$ cat src/ssi_regs.svh
// Register map, field positions and reset values of the serial status block
//
// How it works
// - Compare value 0 register, read-write, data in bits 15..0, rest zero.
// - Compare value 1 register, read-write, data in bits 15..0, rest zero.
// - Transmit holding empty reads 1 when holding register empty, else 0.
// - Transmit all sent reads 1 only when holding and shifter are empty.
// - Tx count done sets when tx count reaches 0; tx count writes clear it.
// - Tx buffers drained reads 1 when tx count and next count both 0.
// - Receive holding full reads 1 once a word is loaded, 0 when empty.
// - Overrun sets when a word lands before the previous one was taken.
// - Rx count done sets when rx count reaches 0; rx count writes clear it.
// - Rx buffers full reads 1 when rx count and next count are both 0.
// - Compare zero flag sets on a match with value 0, status read clears.
// - Compare one flag sets on a match with value 1, status read clears.
// - Tx sync flag sets on a tx frame edge, cleared by a status read.
// - Rx sync flag sets on an rx frame edge, cleared by a status read.
// - Status bits 16 and 17 show transmitter and receiver enabled.
// - Writing 1 to an enable-set bit enables that source; 0 does nothing.
// - Writing 1 to a disable-set bit disables that source; 0 does nothing.
// - Mask view reads 1 for each enabled source, 0 for each disabled.
`ifndef SSI_REGS_SVH
`define SSI_REGS_SVH

`define SSI_ADDR_W 8
`define SSI_DATA_W 32
`define SSI_WORD_W 16
`define SSI_BITS_W 5
`define SSI_IRQ_W 12
`define SSI_FIFO_DEPTH 16

`define SSI_OFF_CTRL 8'h00
`define SSI_OFF_TXHOLD 8'h04
`define SSI_OFF_RXHOLD 8'h08
`define SSI_OFF_CMP0 8'h0c
`define SSI_OFF_CMP1 8'h10
`define SSI_OFF_STATUS 8'h14
`define SSI_OFF_IER 8'h18
`define SSI_OFF_IDR 8'h1c
`define SSI_OFF_IMR 8'h20
`define SSI_OFF_TXCNT 8'h24
`define SSI_OFF_TXNCNT 8'h28
`define SSI_OFF_RXCNT 8'h2c
`define SSI_OFF_RXNCNT 8'h30

`define SSI_CTRL_TX_ENABLED 0
`define SSI_CTRL_RX_ENABLED 1

`define SSI_ST_TX_HOLDING_EMPTY 0
`define SSI_ST_TX_ALL_SENT 1
`define SSI_ST_TX_COUNT_DONE 2
`define SSI_ST_TX_BUFFERS_DRAINED 3
`define SSI_ST_RX_HOLDING_FULL 4
`define SSI_ST_OVR 5
`define SSI_ST_RX_COUNT_DONE 6
`define SSI_ST_RX_BUFFERS_FULL 7
`define SSI_ST_CP0 8
`define SSI_ST_CP1 9
`define SSI_ST_TX_SYNC_SEEN 10
`define SSI_ST_RX_SYNC_SEEN 11
`define SSI_ST_TX_ENABLED 16
`define SSI_ST_RX_ENABLED 17

`define SSI_PIN_SCLK 0
`define SSI_PIN_RXD 1
`define SSI_PIN_TXF 2
`define SSI_PIN_RXF 3

`define SSI_RST_WORD 16'h0000
`define SSI_RST_MASK 12'h000
`define SSI_RST_DATA 32'h0000_0000
`define SSI_LAST_BIT 5'h0f
`define SSI_BITS_ZERO 5'h00

`endif

$ cat src/ssi_pkg.sv
// Types shared by the serial status block
package ssi_pkg;
  `include "ssi_regs.svh"

  typedef enum logic {SSI_TX_IDLE, SSI_TX_SHIFT} ssi_tx_state_t;
  typedef enum logic {SSI_RX_WAIT, SSI_RX_SHIFT} ssi_rx_state_t;

  typedef logic [`SSI_WORD_W-1:0] ssi_word_t;

  typedef struct packed {
    ssi_word_t cnt;
    ssi_word_t ncnt;
    logic done;
  } ssi_cnt_t;
endpackage

$ cat src/ssi_stream_if.sv
// Valid-ready word stream between the block's own modules
interface ssi_stream_if #(parameter int W = 16);
  logic valid;
  logic ready;
  logic [W-1:0] data;
  modport src (output valid, output data, input ready);
  modport snk (input valid, input data, output ready);
endinterface

$ cat src/ssi_top.sv
// Serial controller status, compare, mask and simple shift engines
//
// Our own choices: the plain strobed port and the register addresses.
`include "ssi_regs.svh"
module ssi_top
  import ssi_pkg::*;
(
  input wire logic clk_i,
  input wire logic arst_n_i,
  input wire logic [`SSI_ADDR_W-1:0] reg_addr_i,
  input wire logic [`SSI_DATA_W-1:0] reg_wdata_i,
  input wire logic reg_wr_i,
  input wire logic reg_rd_i,
  output logic [`SSI_DATA_W-1:0] reg_rdata_o,
  input wire logic link_clk_i,
  input wire logic rx_data_i,
  input wire logic tx_frame_i,
  input wire logic rx_frame_i,
  output logic tx_data_o,
  output logic irq_o
);

  ////////////////////////////////////////////////////////////////////////////
  // State

  typedef struct packed {
    logic [3:0] sync1;
    logic [3:0] sync2;
    logic [3:0] prev;
    logic tx_enabled;
    logic rx_enabled;
    ssi_word_t cmp0;
    ssi_word_t cmp1;
    logic [`SSI_IRQ_W-1:0] mask;
    ssi_word_t tx_hold;
    logic tx_hold_full;
    ssi_word_t tx_shift;
    logic [`SSI_BITS_W-1:0] tx_bits;
    ssi_tx_state_t tx_state;
    logic td;
    ssi_word_t tx_cnt;
    ssi_word_t tx_ncnt;
    ssi_word_t rx_cnt;
    ssi_word_t rx_ncnt;
    logic tx_count_done;
    logic rx_count_done;
    logic rx_overrun;
    logic compare_zero;
    logic compare_one;
    logic tx_sync_seen;
    logic rx_sync_seen;
    ssi_word_t rx_shift;
    logic [`SSI_BITS_W-1:0] rx_bits;
    ssi_rx_state_t rx_state;
    ssi_word_t rx_pend;
    logic rx_pend_v;
    ssi_word_t rx_hold;
    logic rx_hold_full;
    logic [`SSI_DATA_W-1:0] rdata;
    logic irq;
  } ssi_state_t;

  ssi_state_t r_reg, r_next;

  ssi_stream_if #(.W(`SSI_WORD_W)) fifo_in ();
  ssi_stream_if #(.W(`SSI_WORD_W)) fifo_out ();

  ////////////////////////////////////////////////////////////////////////////
  // Receive buffer

  // Holding register pulls from the FIFO only while it is empty, so a slow
  // reader backs the FIFO up and in turn stalls the pending receive word
  ssi_fifo #(.W(`SSI_WORD_W), .DEPTH(`SSI_FIFO_DEPTH)) u_fifo (
    .clk_i(clk_i),
    .arst_n_i(arst_n_i),
    .wr(fifo_in.snk),
    .rd(fifo_out.src)
  );

  assign fifo_in.valid = r_reg.rx_pend_v;
  assign fifo_in.data = r_reg.rx_pend;
  assign fifo_out.ready = ~r_reg.rx_hold_full;

  ////////////////////////////////////////////////////////////////////////////
  // Helpers

  // One DMA transfer: count down, reload from next count when it runs out
  function automatic ssi_cnt_t cnt_step(input ssi_word_t cnt,
                                        input ssi_word_t ncnt);
    ssi_cnt_t res;
    res.cnt = cnt;
    res.ncnt = ncnt;
    res.done = 1'b0;
    if (cnt != `SSI_RST_WORD) begin
      res.cnt = cnt - ssi_word_t'(1);
      if (res.cnt == `SSI_RST_WORD) begin
        res.done = 1'b1;
        if (ncnt != `SSI_RST_WORD) begin
          res.cnt = ncnt;
          res.ncnt = `SSI_RST_WORD;
        end
      end
    end
    return res;
  endfunction

  logic [`SSI_DATA_W-1:0] status;
  logic [`SSI_IRQ_W-1:0] pending;

  always_comb begin
    status = `SSI_RST_DATA;
    status[`SSI_ST_TX_HOLDING_EMPTY] = ~r_reg.tx_hold_full;
    status[`SSI_ST_TX_ALL_SENT] = ~r_reg.tx_hold_full &
                              (r_reg.tx_state == SSI_TX_IDLE);
    status[`SSI_ST_TX_COUNT_DONE] = r_reg.tx_count_done;
    status[`SSI_ST_TX_BUFFERS_DRAINED] = (r_reg.tx_cnt == `SSI_RST_WORD) &&
                             (r_reg.tx_ncnt == `SSI_RST_WORD);
    status[`SSI_ST_RX_HOLDING_FULL] = r_reg.rx_hold_full;
    status[`SSI_ST_OVR] = r_reg.rx_overrun;
    status[`SSI_ST_RX_COUNT_DONE] = r_reg.rx_count_done;
    status[`SSI_ST_RX_BUFFERS_FULL] = (r_reg.rx_cnt == `SSI_RST_WORD) &&
                             (r_reg.rx_ncnt == `SSI_RST_WORD);
    status[`SSI_ST_CP0] = r_reg.compare_zero;
    status[`SSI_ST_CP1] = r_reg.compare_one;
    status[`SSI_ST_TX_SYNC_SEEN] = r_reg.tx_sync_seen;
    status[`SSI_ST_RX_SYNC_SEEN] = r_reg.rx_sync_seen;
    status[`SSI_ST_TX_ENABLED] = r_reg.tx_enabled;
    status[`SSI_ST_RX_ENABLED] = r_reg.rx_enabled;
    pending = status[`SSI_IRQ_W-1:0] & r_reg.mask;
  end

  ////////////////////////////////////////////////////////////////////////////
  // Next state

  always_comb begin
    logic sclk_rise;
    logic sclk_fall;
    logic txf_rise;
    logic rxf_rise;
    logic st_rd;
    logic wr_tx_cnt;
    logic wr_rx_cnt;
    logic tx_done_set;
    logic rx_done_set;
    logic ovr_set;
    logic cp0_set;
    logic cp1_set;
    ssi_word_t word;
    ssi_cnt_t step;
    sclk_rise = 1'b0;
    sclk_fall = 1'b0;
    txf_rise = 1'b0;
    rxf_rise = 1'b0;
    st_rd = 1'b0;
    wr_tx_cnt = 1'b0;
    wr_rx_cnt = 1'b0;
    tx_done_set = 1'b0;
    rx_done_set = 1'b0;
    ovr_set = 1'b0;
    cp0_set = 1'b0;
    cp1_set = 1'b0;
    word = `SSI_RST_WORD;
    step = '0;
    r_next = r_reg;

    // Pins cross in two stages; edges are found on the second stage only
    r_next.sync1 = {rx_frame_i, tx_frame_i, rx_data_i, link_clk_i};
    r_next.sync2 = r_reg.sync1;
    r_next.prev = r_reg.sync2;
    sclk_rise = r_reg.sync2[`SSI_PIN_SCLK] & ~r_reg.prev[`SSI_PIN_SCLK];
    sclk_fall = ~r_reg.sync2[`SSI_PIN_SCLK] & r_reg.prev[`SSI_PIN_SCLK];
    txf_rise = r_reg.sync2[`SSI_PIN_TXF] & ~r_reg.prev[`SSI_PIN_TXF];
    rxf_rise = r_reg.sync2[`SSI_PIN_RXF] & ~r_reg.prev[`SSI_PIN_RXF];

    // Transmit: holding word moves to the shifter when it falls idle
    if (r_reg.tx_state == SSI_TX_IDLE && r_reg.tx_hold_full &&
        r_reg.tx_enabled) begin
      r_next.tx_shift = r_reg.tx_hold;
      r_next.tx_hold_full = 1'b0;
      r_next.tx_bits = `SSI_BITS_ZERO;
      r_next.tx_state = SSI_TX_SHIFT;
      step = cnt_step(r_reg.tx_cnt, r_reg.tx_ncnt);
      r_next.tx_cnt = step.cnt;
      r_next.tx_ncnt = step.ncnt;
      tx_done_set = step.done;
    end

    case (r_reg.tx_state)
      SSI_TX_IDLE: begin
      end
      SSI_TX_SHIFT: begin
        // Most significant bit first, changed on the falling link edge
        if (sclk_fall) begin
          r_next.td = r_reg.tx_shift[`SSI_WORD_W-1];
          r_next.tx_shift = {r_reg.tx_shift[`SSI_WORD_W-2:0], 1'b0};
          r_next.tx_bits = r_reg.tx_bits + `SSI_BITS_W'(1);
          if (r_reg.tx_bits == `SSI_LAST_BIT) begin
            r_next.tx_state = SSI_TX_IDLE;
          end
        end
      end
      default: begin
        r_next.tx_state = SSI_TX_IDLE;
      end
    endcase

    // Receive: a frame edge opens a word, sampled on rising link edges
    if (fifo_in.ready && r_reg.rx_pend_v) begin
      r_next.rx_pend_v = 1'b0;
    end

    case (r_reg.rx_state)
      SSI_RX_WAIT: begin
        if (rxf_rise && r_reg.rx_enabled) begin
          r_next.rx_state = SSI_RX_SHIFT;
          r_next.rx_bits = `SSI_BITS_ZERO;
        end
      end
      SSI_RX_SHIFT: begin
        if (!r_reg.rx_enabled) begin
          r_next.rx_state = SSI_RX_WAIT;
        end else if (sclk_rise) begin
          word = {r_reg.rx_shift[`SSI_WORD_W-2:0],
                  r_reg.sync2[`SSI_PIN_RXD]};
          r_next.rx_shift = word;
          r_next.rx_bits = r_reg.rx_bits + `SSI_BITS_W'(1);
          if (r_reg.rx_bits == `SSI_LAST_BIT) begin
            r_next.rx_state = SSI_RX_WAIT;
            r_next.rx_pend = word;
            r_next.rx_pend_v = 1'b1;
            // Stalled word still waiting is lost and flagged
            ovr_set = r_reg.rx_pend_v & ~fifo_in.ready;
            cp0_set = (word == r_reg.cmp0);
            cp1_set = (word == r_reg.cmp1);
          end
        end
      end
      default: begin
        r_next.rx_state = SSI_RX_WAIT;
      end
    endcase

    // Holding register takes the FIFO head whenever it is empty
    if (fifo_out.valid && !r_reg.rx_hold_full) begin
      r_next.rx_hold = fifo_out.data;
      r_next.rx_hold_full = 1'b1;
      step = cnt_step(r_reg.rx_cnt, r_reg.rx_ncnt);
      r_next.rx_cnt = step.cnt;
      r_next.rx_ncnt = step.ncnt;
      rx_done_set = step.done;
    end

    // Register writes
    if (reg_wr_i) begin
      case (reg_addr_i)
        `SSI_OFF_CTRL: begin
          r_next.tx_enabled = reg_wdata_i[`SSI_CTRL_TX_ENABLED];
          r_next.rx_enabled = reg_wdata_i[`SSI_CTRL_RX_ENABLED];
        end
        `SSI_OFF_TXHOLD: begin
          r_next.tx_hold = reg_wdata_i[`SSI_WORD_W-1:0];
          r_next.tx_hold_full = 1'b1;
        end
        `SSI_OFF_CMP0: r_next.cmp0 = reg_wdata_i[`SSI_WORD_W-1:0];
        `SSI_OFF_CMP1: r_next.cmp1 = reg_wdata_i[`SSI_WORD_W-1:0];
        `SSI_OFF_IER: begin
          r_next.mask = r_reg.mask | reg_wdata_i[`SSI_IRQ_W-1:0];
        end
        `SSI_OFF_IDR: begin
          r_next.mask = r_reg.mask & ~reg_wdata_i[`SSI_IRQ_W-1:0];
        end
        `SSI_OFF_TXCNT: begin
          r_next.tx_cnt = reg_wdata_i[`SSI_WORD_W-1:0];
          wr_tx_cnt = 1'b1;
        end
        `SSI_OFF_TXNCNT: begin
          r_next.tx_ncnt = reg_wdata_i[`SSI_WORD_W-1:0];
          wr_tx_cnt = 1'b1;
        end
        `SSI_OFF_RXCNT: begin
          r_next.rx_cnt = reg_wdata_i[`SSI_WORD_W-1:0];
          wr_rx_cnt = 1'b1;
        end
        `SSI_OFF_RXNCNT: begin
          r_next.rx_ncnt = reg_wdata_i[`SSI_WORD_W-1:0];
          wr_rx_cnt = 1'b1;
        end
        default: begin
        end
      endcase
    end

    // Register reads; data stand in the next cycle only
    r_next.rdata = `SSI_RST_DATA;
    if (reg_rd_i) begin
      case (reg_addr_i)
        `SSI_OFF_CTRL: begin
          r_next.rdata[`SSI_CTRL_TX_ENABLED] = r_reg.tx_enabled;
          r_next.rdata[`SSI_CTRL_RX_ENABLED] = r_reg.rx_enabled;
        end
        `SSI_OFF_RXHOLD: begin
          r_next.rdata[`SSI_WORD_W-1:0] = r_reg.rx_hold;
          // Only a full register is emptied, so a word landing now is kept
          if (r_reg.rx_hold_full) begin
            r_next.rx_hold_full = 1'b0;
          end
        end
        `SSI_OFF_CMP0: r_next.rdata[`SSI_WORD_W-1:0] = r_reg.cmp0;
        `SSI_OFF_CMP1: r_next.rdata[`SSI_WORD_W-1:0] = r_reg.cmp1;
        `SSI_OFF_STATUS: begin
          r_next.rdata = status;
          st_rd = 1'b1;
        end
        `SSI_OFF_IMR: r_next.rdata[`SSI_IRQ_W-1:0] = r_reg.mask;
        `SSI_OFF_TXCNT: r_next.rdata[`SSI_WORD_W-1:0] = r_reg.tx_cnt;
        `SSI_OFF_TXNCNT: r_next.rdata[`SSI_WORD_W-1:0] = r_reg.tx_ncnt;
        `SSI_OFF_RXCNT: r_next.rdata[`SSI_WORD_W-1:0] = r_reg.rx_cnt;
        `SSI_OFF_RXNCNT: r_next.rdata[`SSI_WORD_W-1:0] = r_reg.rx_ncnt;
        default: begin
        end
      endcase
    end

    // Sticky flags: clear first, a same-cycle event still sets
    r_next.tx_count_done = (r_reg.tx_count_done & ~wr_tx_cnt) |
                           tx_done_set;
    r_next.rx_count_done = (r_reg.rx_count_done & ~wr_rx_cnt) |
                           rx_done_set;
    r_next.rx_overrun = (r_reg.rx_overrun & ~st_rd) | ovr_set;
    r_next.compare_zero = (r_reg.compare_zero & ~st_rd) | cp0_set;
    r_next.compare_one = (r_reg.compare_one & ~st_rd) | cp1_set;
    r_next.tx_sync_seen = (r_reg.tx_sync_seen & ~st_rd) | txf_rise;
    r_next.rx_sync_seen = (r_reg.rx_sync_seen & ~st_rd) | rxf_rise;

    r_next.irq = |pending;
  end

  ////////////////////////////////////////////////////////////////////////////
  // Registers and outputs

  always_ff @(posedge clk_i or negedge arst_n_i) begin
    if (!arst_n_i) begin
      r_reg <= '0;
    end else begin
      r_reg <= r_next;
    end
  end

  assign reg_rdata_o = r_reg.rdata;
  assign tx_data_o = r_reg.td;
  assign irq_o = r_reg.irq;

endmodule // ssi_top

$ cat src/ssi_mem.sv
// Small word memory with registered read data and write-first bypass
module ssi_mem #(
  parameter int W = 16,
  parameter int DEPTH = 16,
  parameter int AW = $clog2(DEPTH)
) (
  input wire logic clk_i,
  input wire logic arst_n_i,
  input wire logic we_i,
  input wire logic [AW-1:0] waddr_i,
  input wire logic [W-1:0] wdata_i,
  input wire logic [AW-1:0] raddr_i,
  output logic [W-1:0] rdata_o
);
  logic [W-1:0] mem_reg [DEPTH];

  always_ff @(posedge clk_i) begin
    if (we_i) begin
      mem_reg[waddr_i] <= wdata_i;
    end
  end

  // Bypass keeps a word written into an empty FIFO visible one cycle later
  always_ff @(posedge clk_i or negedge arst_n_i) begin
    if (!arst_n_i) begin
      rdata_o <= '0;
    end else if (we_i && (waddr_i == raddr_i)) begin
      rdata_o <= wdata_i;
    end else begin
      rdata_o <= mem_reg[raddr_i];
    end
  end
endmodule // ssi_mem

$ cat src/ssi_fifo.sv
// Receive word FIFO with valid and ready on both sides
module ssi_fifo #(
  parameter int W = 16,
  parameter int DEPTH = 16
) (
  input wire logic clk_i,
  input wire logic arst_n_i,
  ssi_stream_if.snk wr,
  ssi_stream_if.src rd
);
  localparam int AW = $clog2(DEPTH);
  localparam int CW = AW + 1;

  typedef struct packed {
    logic [AW-1:0] wp;
    logic [AW-1:0] rp;
    logic [CW-1:0] count;
  } ssi_fifo_state_t;

  ssi_fifo_state_t r_reg, r_next;
  logic push;
  logic pop;

  assign wr.ready = (r_reg.count != CW'(DEPTH));
  assign rd.valid = (r_reg.count != '0);
  assign push = wr.valid & wr.ready;
  assign pop = rd.valid & rd.ready;

  always_comb begin
    r_next = r_reg;
    if (push) begin
      r_next.wp = r_reg.wp + AW'(1);
    end
    if (pop) begin
      r_next.rp = r_reg.rp + AW'(1);
    end
    r_next.count = r_reg.count + CW'(push) - CW'(pop);
  end

  always_ff @(posedge clk_i or negedge arst_n_i) begin
    if (!arst_n_i) begin
      r_reg <= '0;
    end else begin
      r_reg <= r_next;
    end
  end

  // Read address runs one pop ahead so the head word is always registered
  ssi_mem #(.W(W), .DEPTH(DEPTH), .AW(AW)) u_mem (
    .clk_i(clk_i),
    .arst_n_i(arst_n_i),
    .we_i(push),
    .waddr_i(r_reg.wp),
    .wdata_i(wr.data),
    .raddr_i(r_next.rp),
    .rdata_o(rd.data)
  );
endmodule // ssi_fifo

$ cat config.mk
export PLATFORM = sky130hd
export DESIGN_NAME = ssi_top
export DESIGN_NICKNAME = d
export VERILOG_FILES = /design/src/ssi_pkg.sv /design/src/ssi_stream_if.sv /design/src/ssi_top.sv /design/src/ssi_mem.sv /design/src/ssi_fifo.sv
export VERILOG_INCLUDE_DIRS = /design/src
export SDC_FILE = /design/constraint.sdc
export NUM_CORES = 1
export LEC_CHECK = 0
export ABC_AREA = 0
export BUFFER_PORTS_ARGS = -buffer_cell sky130_fd_sc_hd__buf_4
export CORE_UTILIZATION = 30
export DETAILED_ROUTE_END_ITERATION = 7
export PLACE_DENSITY = 0.57
export SYNTH_ARGS = -nofsm -noshare
export SYNTH_HDL_FRONTEND = slang
export SYNTH_HIERARCHICAL = 1
export SYNTH_SLANG_ARGS = --single-unit
$ cat constraint.sdc
create_clock -name clk_i -period 3 [get_ports clk_i]
set_input_delay 0.75 -clock clk_i [delete_from_list [all_inputs] [get_ports clk_i]]
set_output_delay 0.75 -clock clk_i [all_outputs]
set_load 0.05 [all_outputs]
==> metrics.cfg, run 1 <==
[sta]
setup_viol=5
final-max-slew-violation-count=0
worstMarginPinSlew_ns=0.923
fin_crit_ns=3.03
clock_skew_ns=0.0340
rsz0062_at_grt=true
fin_crit_sh_pct=101
timing.fmax_ghz=0.330
maxSlewHeadroom_pct=38.2
setup_slack_ns=-0.0314
hold_ws_ns=0.107
hold_violations=0

[clocking]
hold_buffers=0
cts_tree=done
cts.clk_slew.worst_paths_ns=0.07
cts_made_buffers=55
clock-root-buffer=clkbuf_16
insertion_delay_ns=0.63
clock_sinks=527
htree_num_levels=2
clock_path_buffers=3

[route]
first_iter_violations=1474
via_per_inst=5.21
post-route-drc-count=0
route.met3.wl_um=3600
top_layer_used=met4
num_vias=14828
m1WireLength_um=27300
wire_per_inst_um=22.7
drtAntennaViolNets=0
firstDrtPassIters=6
met2_wirelength_um=31200
drt-total-wl_um=64700

[finish]
drive_above_1_share_pct=29.0
nets=1835
largest_reg_flops=256
areaGrowthSynthToFinish_pct=20.8
diodes=0

[worst_hold_path]
hold_path.class=primary input to async pin

[power]
p_total_mw=16.3
vdd_ir_drop_max_mv=0.580
p_leak_nw=10.3
p_per_area_mw_per_mm2=584

[placement]
post-dp-hpwl_um=43700
io_buffer_count=51
gp_congestion=0.935

[grt]
grt_pass1_wl_um=97200
grt_antenna_before_repair=0
overflow=0
grt_usage_pct=16.5
grt_max_degree=74
grt_pass1_vias=15044

[synth]
yosysTopAreaCell=edfxtp_1
synth-seq-area-share_pct=62.6
synth_area_mm2=0.0231
synth.distinct_cells=81
synth_edf_count=256
synth_common_cells=dfrtp_1, edfxtp_1, mux2_2, nand2_1, nor2_1
synth-seq-cells=527
synth_top_area_share_pct=33.3
yosysMostFrequentCell=dfrtp_1
ys_warn_count=6
synthArstFlopShare_pct=51.4
ys.flop_type=dfrtp_1
avgSynthCellArea_um2=14.3
synthTopCellsByArea=edfxtp_1, dfrtp_1, mux4_2, mux2_2, mux2i_1
syn-instance-count=1613

[setup_path]
crit_path_max_incr_delay_ns=0.51
worstPathRequired_ns=3.51
slowest_stage=mux4_2
r2r_end=u_fifo/u_mem/rdata_o[8]$_DFF_PN0_
startpoint=u_fifo/r_reg[3]$_DFF_PN0_
r2r_slack_ns=-0.03
r2r-start=u_fifo/r_reg[3]$_DFF_PN0_
start_kind=flop
cp_max_fo=5
worstPathArrival_ns=3.54
r2r_cells=11
cp-end-kind=flop
worstPathCellList=inv_2, ha_4, or4b_4, nand2_4, xnor2_4, buf_6, buf_16, mux4_2, mux2i_2, mux2i_1, mux2_4
crit_type=flop to flop

[die]
core_area_mm2=0.0761
core.rowCount=101
fp.dieH_um=279
start_util_pct=30.4
dieArea_mm2=0.0781
io_pins=82
die_x_um=279

[run]
drv_cap=0

[run_status]
status=finished with violations
violations=setup timing

[worst max-delay path: cells and delay by family, from the launching register on]
kind	cells	cell delay, ns
buffers and inverters	3	0.43
adders and majority gates	1	0.13
and+or+nand+nor	2	0.60
xor gates and xnor gates	1	0.19
DFF	1	0.38
muxes	4	1.18
[layout make-up]
cell class | instances | area, µm²
clock buffers | 77 | 1570
clock inverters | 27 | 350
fillers | 7234 | 48200
inverters | 22 | 82.6
multi-input cells | 955 | 8130
flip-flops and latches | 527 | 14500
well taps | 1030 | 1290
repair buffers | 207 | 2020
[cell families (layout without fill, tap and decap cells)]
family                     after synthesis  count (layout)  synth area share (%)
and+or+nand+nor                        338             338                  7.58
muxes                                  239             239                  14.5
buffers and inverters                  144             333                  3.29
other                                    1              14                0.0162
AOI/OAI and AO/OA                      284             284                  8.63
xor gates and xnor gates                61              61                  2.31
adders and majority gates               19              19                  1.06
DFF                                    527             527                  62.6
[worst max-delay path by stage]
stage / slack, ns / cells past startpoint / endpoint
5_1_grt: -0.09 / 12 / u_fifo/u_mem/rdata_o[9]$_DFF_PN0_
6_report: -0.03 / 11 / u_fifo/u_mem/rdata_o[8]$_DFF_PN0_
2_1_floorplan: 0.09 / 11 / u_fifo/u_mem/rdata_o[10]$_DFF_PN0_
3_3_place_gp: -0.05 / 10 / u_fifo/u_mem/rdata_o[5]$_DFF_PN0_
4_1_cts: -0.05 / 11 / u_fifo/u_mem/rdata_o[9]$_DFF_PN0_
3_5_place_dp: -0.07 / 11 / u_fifo/u_mem/rdata_o[6]$_DFF_PN0_
[layout by cell type (no fill, tap or decap), types with 8 or more instances in the layout]
| cell | Yosys | routed |
|---|---|---|
| dfrtp_1 | 271 | 271 |
| edfxtp_1 | 256 | 256 |
| buf_4 | 37 | 170 |
| mux2_2 | 119 | 109 |
| nand2_1 | 90 | 90 |
| nor2_1 | 88 | 85 |
| mux4_2 | 64 | 64 |
| clkbuf_16 | 0 | 60 |
| a21oi_1 | 54 | 54 |
| a22o_1 | 49 | 49 |
| mux2i_1 | 55 | 45 |
| xor2_1 | 45 | 44 |
| o21ai_0 | 42 | 42 |
| a31oi_1 | 24 | 24 |
| nand3_1 | 24 | 23 |
| o22ai_1 | 23 | 23 |
| nor4_1 | 23 | 23 |
| a22oi_1 | 22 | 22 |
| inv_1 | 22 | 20 |
| buf_12 | 0 | 19 |
| nor3_1 | 21 | 17 |
| ha_1 | 18 | 17 |
| a222oi_1 | 16 | 16 |
| and3_1 | 15 | 14 |
| conb_1 | 1 | 14 |
| xnor2_1 | 16 | 13 |
| and2_1 | 12 | 12 |
| nand4_1 | 11 | 11 |
| clkbuf_8 | 0 | 11 |
| clkbuf_1 | 57 | 11 |
| clkinv_2 | 0 | 10 |
| mux2_4 | 0 | 10 |
| nor2b_1 | 9 | 8 |
| mux2i_2 | 0 | 8 |
[metal layers]
layer	track usage, %	up-vias
met2	27.0	536
li1	-	6453
met3	2.44	127
met1	21.8	7712
met5	0	-
met4	6.96	0
[per-stage QoR]
| step | area [µm²] | utilization, % | setup TNS (ns) | cells | setup WS (ns) |
|---|---|---|---|---|---|
| floorplan | 23200 | - | 0 | 1626 | 0.0853 |
| global placement | 25400 | 33.4 | -0.223 | 2719 | -0.0539 |
| detailed placement | 25400 | 33.4 | -0.313 | 2719 | -0.0721 |
| CTS | 27600 | 36.3 | -0.117 | 2833 | -0.0468 |
| global route | 27900 | 36.7 | -0.784 | 2845 | -0.0876 |
| finish | 27900 | 36.7 | -0.0760 | 2845 | -0.0314 |
[report_power, final]
group | switching [mW] | internal, mW
clock | 2.95 | 4.20
sequential | 0.242 | 7.78
combinational | 0.693 | 0.428
[repair_timing]
| action | in CTS | in global routing |
|---|---|---|
| setup buffers | 6 | 7 |
| resized for setup | 16 | 32 |
| gates cloned | 4 | 5 |
| pin swaps | 0 | 5 |
| setup endpoints to repair | 10 | 33 |
No activity file was read; power rests on OpenSTA's default activity.
==> run 2, diff against run 1 <==
--- a/config.mk
+++ b/config.mk
@@ -10,7 +10,7 @@
 export BUFFER_PORTS_ARGS = -buffer_cell sky130_fd_sc_hd__buf_4
 export CORE_UTILIZATION = 30
 export DETAILED_ROUTE_END_ITERATION = 7
-export PLACE_DENSITY = 0.57
+export PLACE_DENSITY = 0.49
 export SYNTH_ARGS = -nofsm -noshare
 export SYNTH_HDL_FRONTEND = slang
 export SYNTH_HIERARCHICAL = 1
==> run 2 against run 1 <==
Effect of this change:
- the flow now finishes without violations
- first-iteration DRC count decreased by 11%
- clock power increased by 0.8%
- cell area decreased by 0.69%
- hold slack got worse by 0.013 ns
- combinational power about the same
- sequential share of layout area increased by 0.36 points
- critical path depth unchanged
- flip-flop and latch count unchanged
- via count decreased by 0.11%
- highest routed layer unchanged
==> metrics.cfg, run 2 (synthesis gave the netlist of run 1 again) <==
[run_status]
status=finished clean  ; was finished with violations

[setup_path]
crit_path_max_incr_delay_ns=0.51  ; about the same
crit_type=flop to flop  ; unchanged
worstPathCellList=inv_2, ha_4, or4b_4, nand2_4, xnor2_4, buf_6, buf_12, mux4_2, mux2i_2, mux2i_1, mux2_4  ; was inv_2, ha_4, or4b_4, nand2_4, xnor2_4, buf_6, buf_16, mux4_2, mux2i_2, mux2i_1, mux2_4
cp_max_fo=6  ; was 5
worstPathArrival_ns=3.46  ; was 3.54 ns
worstPathRequired_ns=3.48  ; was 3.51 ns
start_kind=flop  ; unchanged
slowest_stage=mux4_2  ; unchanged
cp-end-kind=flop  ; unchanged

[clocking]
cts.clk_slew.worst_paths_ns=0.06  ; was 0.07 ns
htree_num_levels=2  ; unchanged
hold_buffers=0  ; unchanged
clock_sinks=527  ; unchanged
clock_path_buffers=3  ; unchanged
cts_made_buffers=58  ; was 55
clock-root-buffer=clkbuf_16  ; unchanged
cts_tree=done  ; unchanged
insertion_delay_ns=0.63  ; about the same

[placement]
placed_cell_area_mm2=0.0255  ; was 0.0254 mm²
post-dp-hpwl_um=46600  ; was 43700 µm
gp_congestion=0.930  ; was 0.935
io_buffer_count=51  ; unchanged
dpl_worst_slack_ns=-0.0619  ; was -0.0721 ns

[grt]
overflow=0  ; unchanged
grt_pass1_wl_um=101000  ; was 97200 µm
grt_antenna_before_repair=2  ; was 0
grt_pass1_vias=15030  ; was 15044
grt_usage_pct=17.4  ; was 16.5%
grt_max_degree=68  ; was 74

[route]
num_vias=14812  ; was 14828
firstDrtPassIters=7  ; was 6
drt-total-wl_um=68600  ; was 64700 µm
via_per_inst=5.21  ; about the same
drtAntennaViolNets=0  ; unchanged
post-route-drc-count=0  ; unchanged
first_iter_violations=1306  ; was 1474
wire_per_inst_um=24.1  ; was 22.7 µm

[sta]
clock_skew_ns=0.0382  ; was 0.0340 ns
timing.fmax_ghz=0.336  ; was 0.330 GHz
final-max-slew-violation-count=0  ; unchanged
fin_crit_sh_pct=99.3  ; was 101%
hold_ws_ns=0.0943  ; was 0.107 ns
fin_crit_ns=2.98  ; was 3.03 ns
worstMarginPinSlew_ns=1.15  ; was 0.923 ns
hold_violations=0  ; unchanged
setup_viol=0  ; was 5
setup_slack_ns=0.0205  ; was -0.0314 ns
rsz0062_at_grt=true  ; unchanged
maxSlewHeadroom_pct=23.3  ; was 38.2%

[finish]
largest_reg_flops=256  ; unchanged
final_cell_mix=dfrtp_1, edfxtp_1, buf_4, mux2_2, nand2_1  ; unchanged
final_area_mm2=0.0277  ; was 0.0279 mm²
diodes=0  ; unchanged
fillers=7361  ; was 7234
nets=1834  ; was 1835
mostFrequentLayoutCell=dfrtp_1  ; unchanged
drive_above_1_share_pct=29.4  ; was 29.0%
fin_util_pct=36.4  ; was 36.7%
areaGrowthSynthToFinish_pct=20.0  ; was 20.8%

[power]
p_total_mw=16.4  ; was 16.3 mW
p_per_area_mw_per_mm2=590  ; was 584 mW/mm²
vdd_ir_drop_max_mv=0.394  ; was 0.580 mV
p_leak_nw=10.2  ; was 10.3 nW
p_sw_share_pct=23.8  ; about the same
seqPwrFrac_pct=49.1  ; was 49.3%
internal-power_mw=12.5  ; was 12.4 mW
p_switching_mw=3.90  ; was 3.88 mW
clkPwrFrac_pct=44.1  ; was 43.9%
combPwrFrac_pct=6.8  ; was 6.9%

[die]
dieArea_mm2=0.0781  ; unchanged
die_x_um=279  ; unchanged
fp.dieH_um=279  ; unchanged
core_area_mm2=0.0761  ; unchanged
core.rowCount=101  ; unchanged
start_util_pct=30.4  ; unchanged
io_pins=82  ; unchanged

[run]
drv_cap=0  ; unchanged

[worst_hold_path]
hold_path.class=primary input to async pin  ; unchanged

## run 2: cell type report
cell class | instances | area (µm²) | area share, %
clock inverter | 34 | 352 | 1.27
multi-input combinational | 955 | 8100 | 29.2
sequential | 527 | 14500 | 52.2
timing repair buffer | 203 | 1830 | 6.61
tap | 1030 | 1290 | 4.65
inverter | 22 | 82.6 | 0.298
clock buffer | 74 | 1590 | 5.74
## run 2: repair_timing
action | CTS | global route
hold endpoints to repair | 0 | 0
buffers inserted | 1 | 7
setup endpoints to repair | 9 | 34
resized for setup | 13 | 19
cloned | 1 | 4
pin swaps | 2 | 4
## run 2: worst paths after layout
path                                      startpoint                           endpoint  slack, ns  cells past startpoint
max                        u_fifo/r_reg[2]$_DFF_PN0_  u_fifo/u_mem/rdata_o[1]$_DFF_PN0_       0.02                     11
min                                         arst_n_i              r_reg[42]$_DFFE_PN0P_       0.09                      1
max reg2reg                u_fifo/r_reg[2]$_DFF_PN0_  u_fifo/u_mem/rdata_o[1]$_DFF_PN0_       0.02                     11
min reg2reg                    r_next[253]$_DFF_PN0_              r_next[249]$_DFF_PN0_       0.32                      0
max in group asynchronous                   arst_n_i               r_reg[130]$_DFF_PN0_       2.13                      2
min in group clk_i                        link_clk_i              r_next[250]$_DFF_PN0_       0.23                      1
## run 2: power groups by stage
| stage | Sequential, mW | Combinational (mW) | Clock (mW) |
|---|---|---|---|
| 2_1_floorplan | 8.10 | 0.627 | 0 |
| 3_3_place_gp | 8.16 | 1.08 | 0 |
| 3_5_place_dp | 8.17 | 1.10 | 0 |
| 4_1_cts | 8.03 | 1.10 | 7.40 |
| 5_1_grt | 8.05 | 1.22 | 7.67 |
| 6_report | 8.04 | 1.11 | 7.21 |
## run 2: worst max-delay path: cells and delay by family (launching register included)
| kind | cells | cell delay [ns] |
|---|---|---|
| flip-flops | 1 | 0.38 |
| XOR/XNOR | 1 | 0.16 |
| AND/OR/NAND/NOR | 2 | 0.62 |
| adder cells (fa/ha/maj) | 1 | 0.13 |
| multiplexers | 4 | 1.14 |
| buffers and inverters | 3 | 0.43 |
## run 2: metal layers
metal / GRT usage, % / vias to the layer above / share of wire (%)
li1: - / 6452 / -
met1: 23.3 / 7721 / 43
met2: 28.8 / 508 / 48
met3: 2.17 / 131 / 4.7
met4: 6.98 / 0 / 3.8
met5: 0 / - / 0
## run 2: stage by stage
step                       TNS, ns  instances
after floorplan                  0       1626
after global placement      -0.794       2724
final                            0       2845
after CTS                 -0.00192       2834
after global routing        -0.506       2845
after detailed placement    -0.133       2724
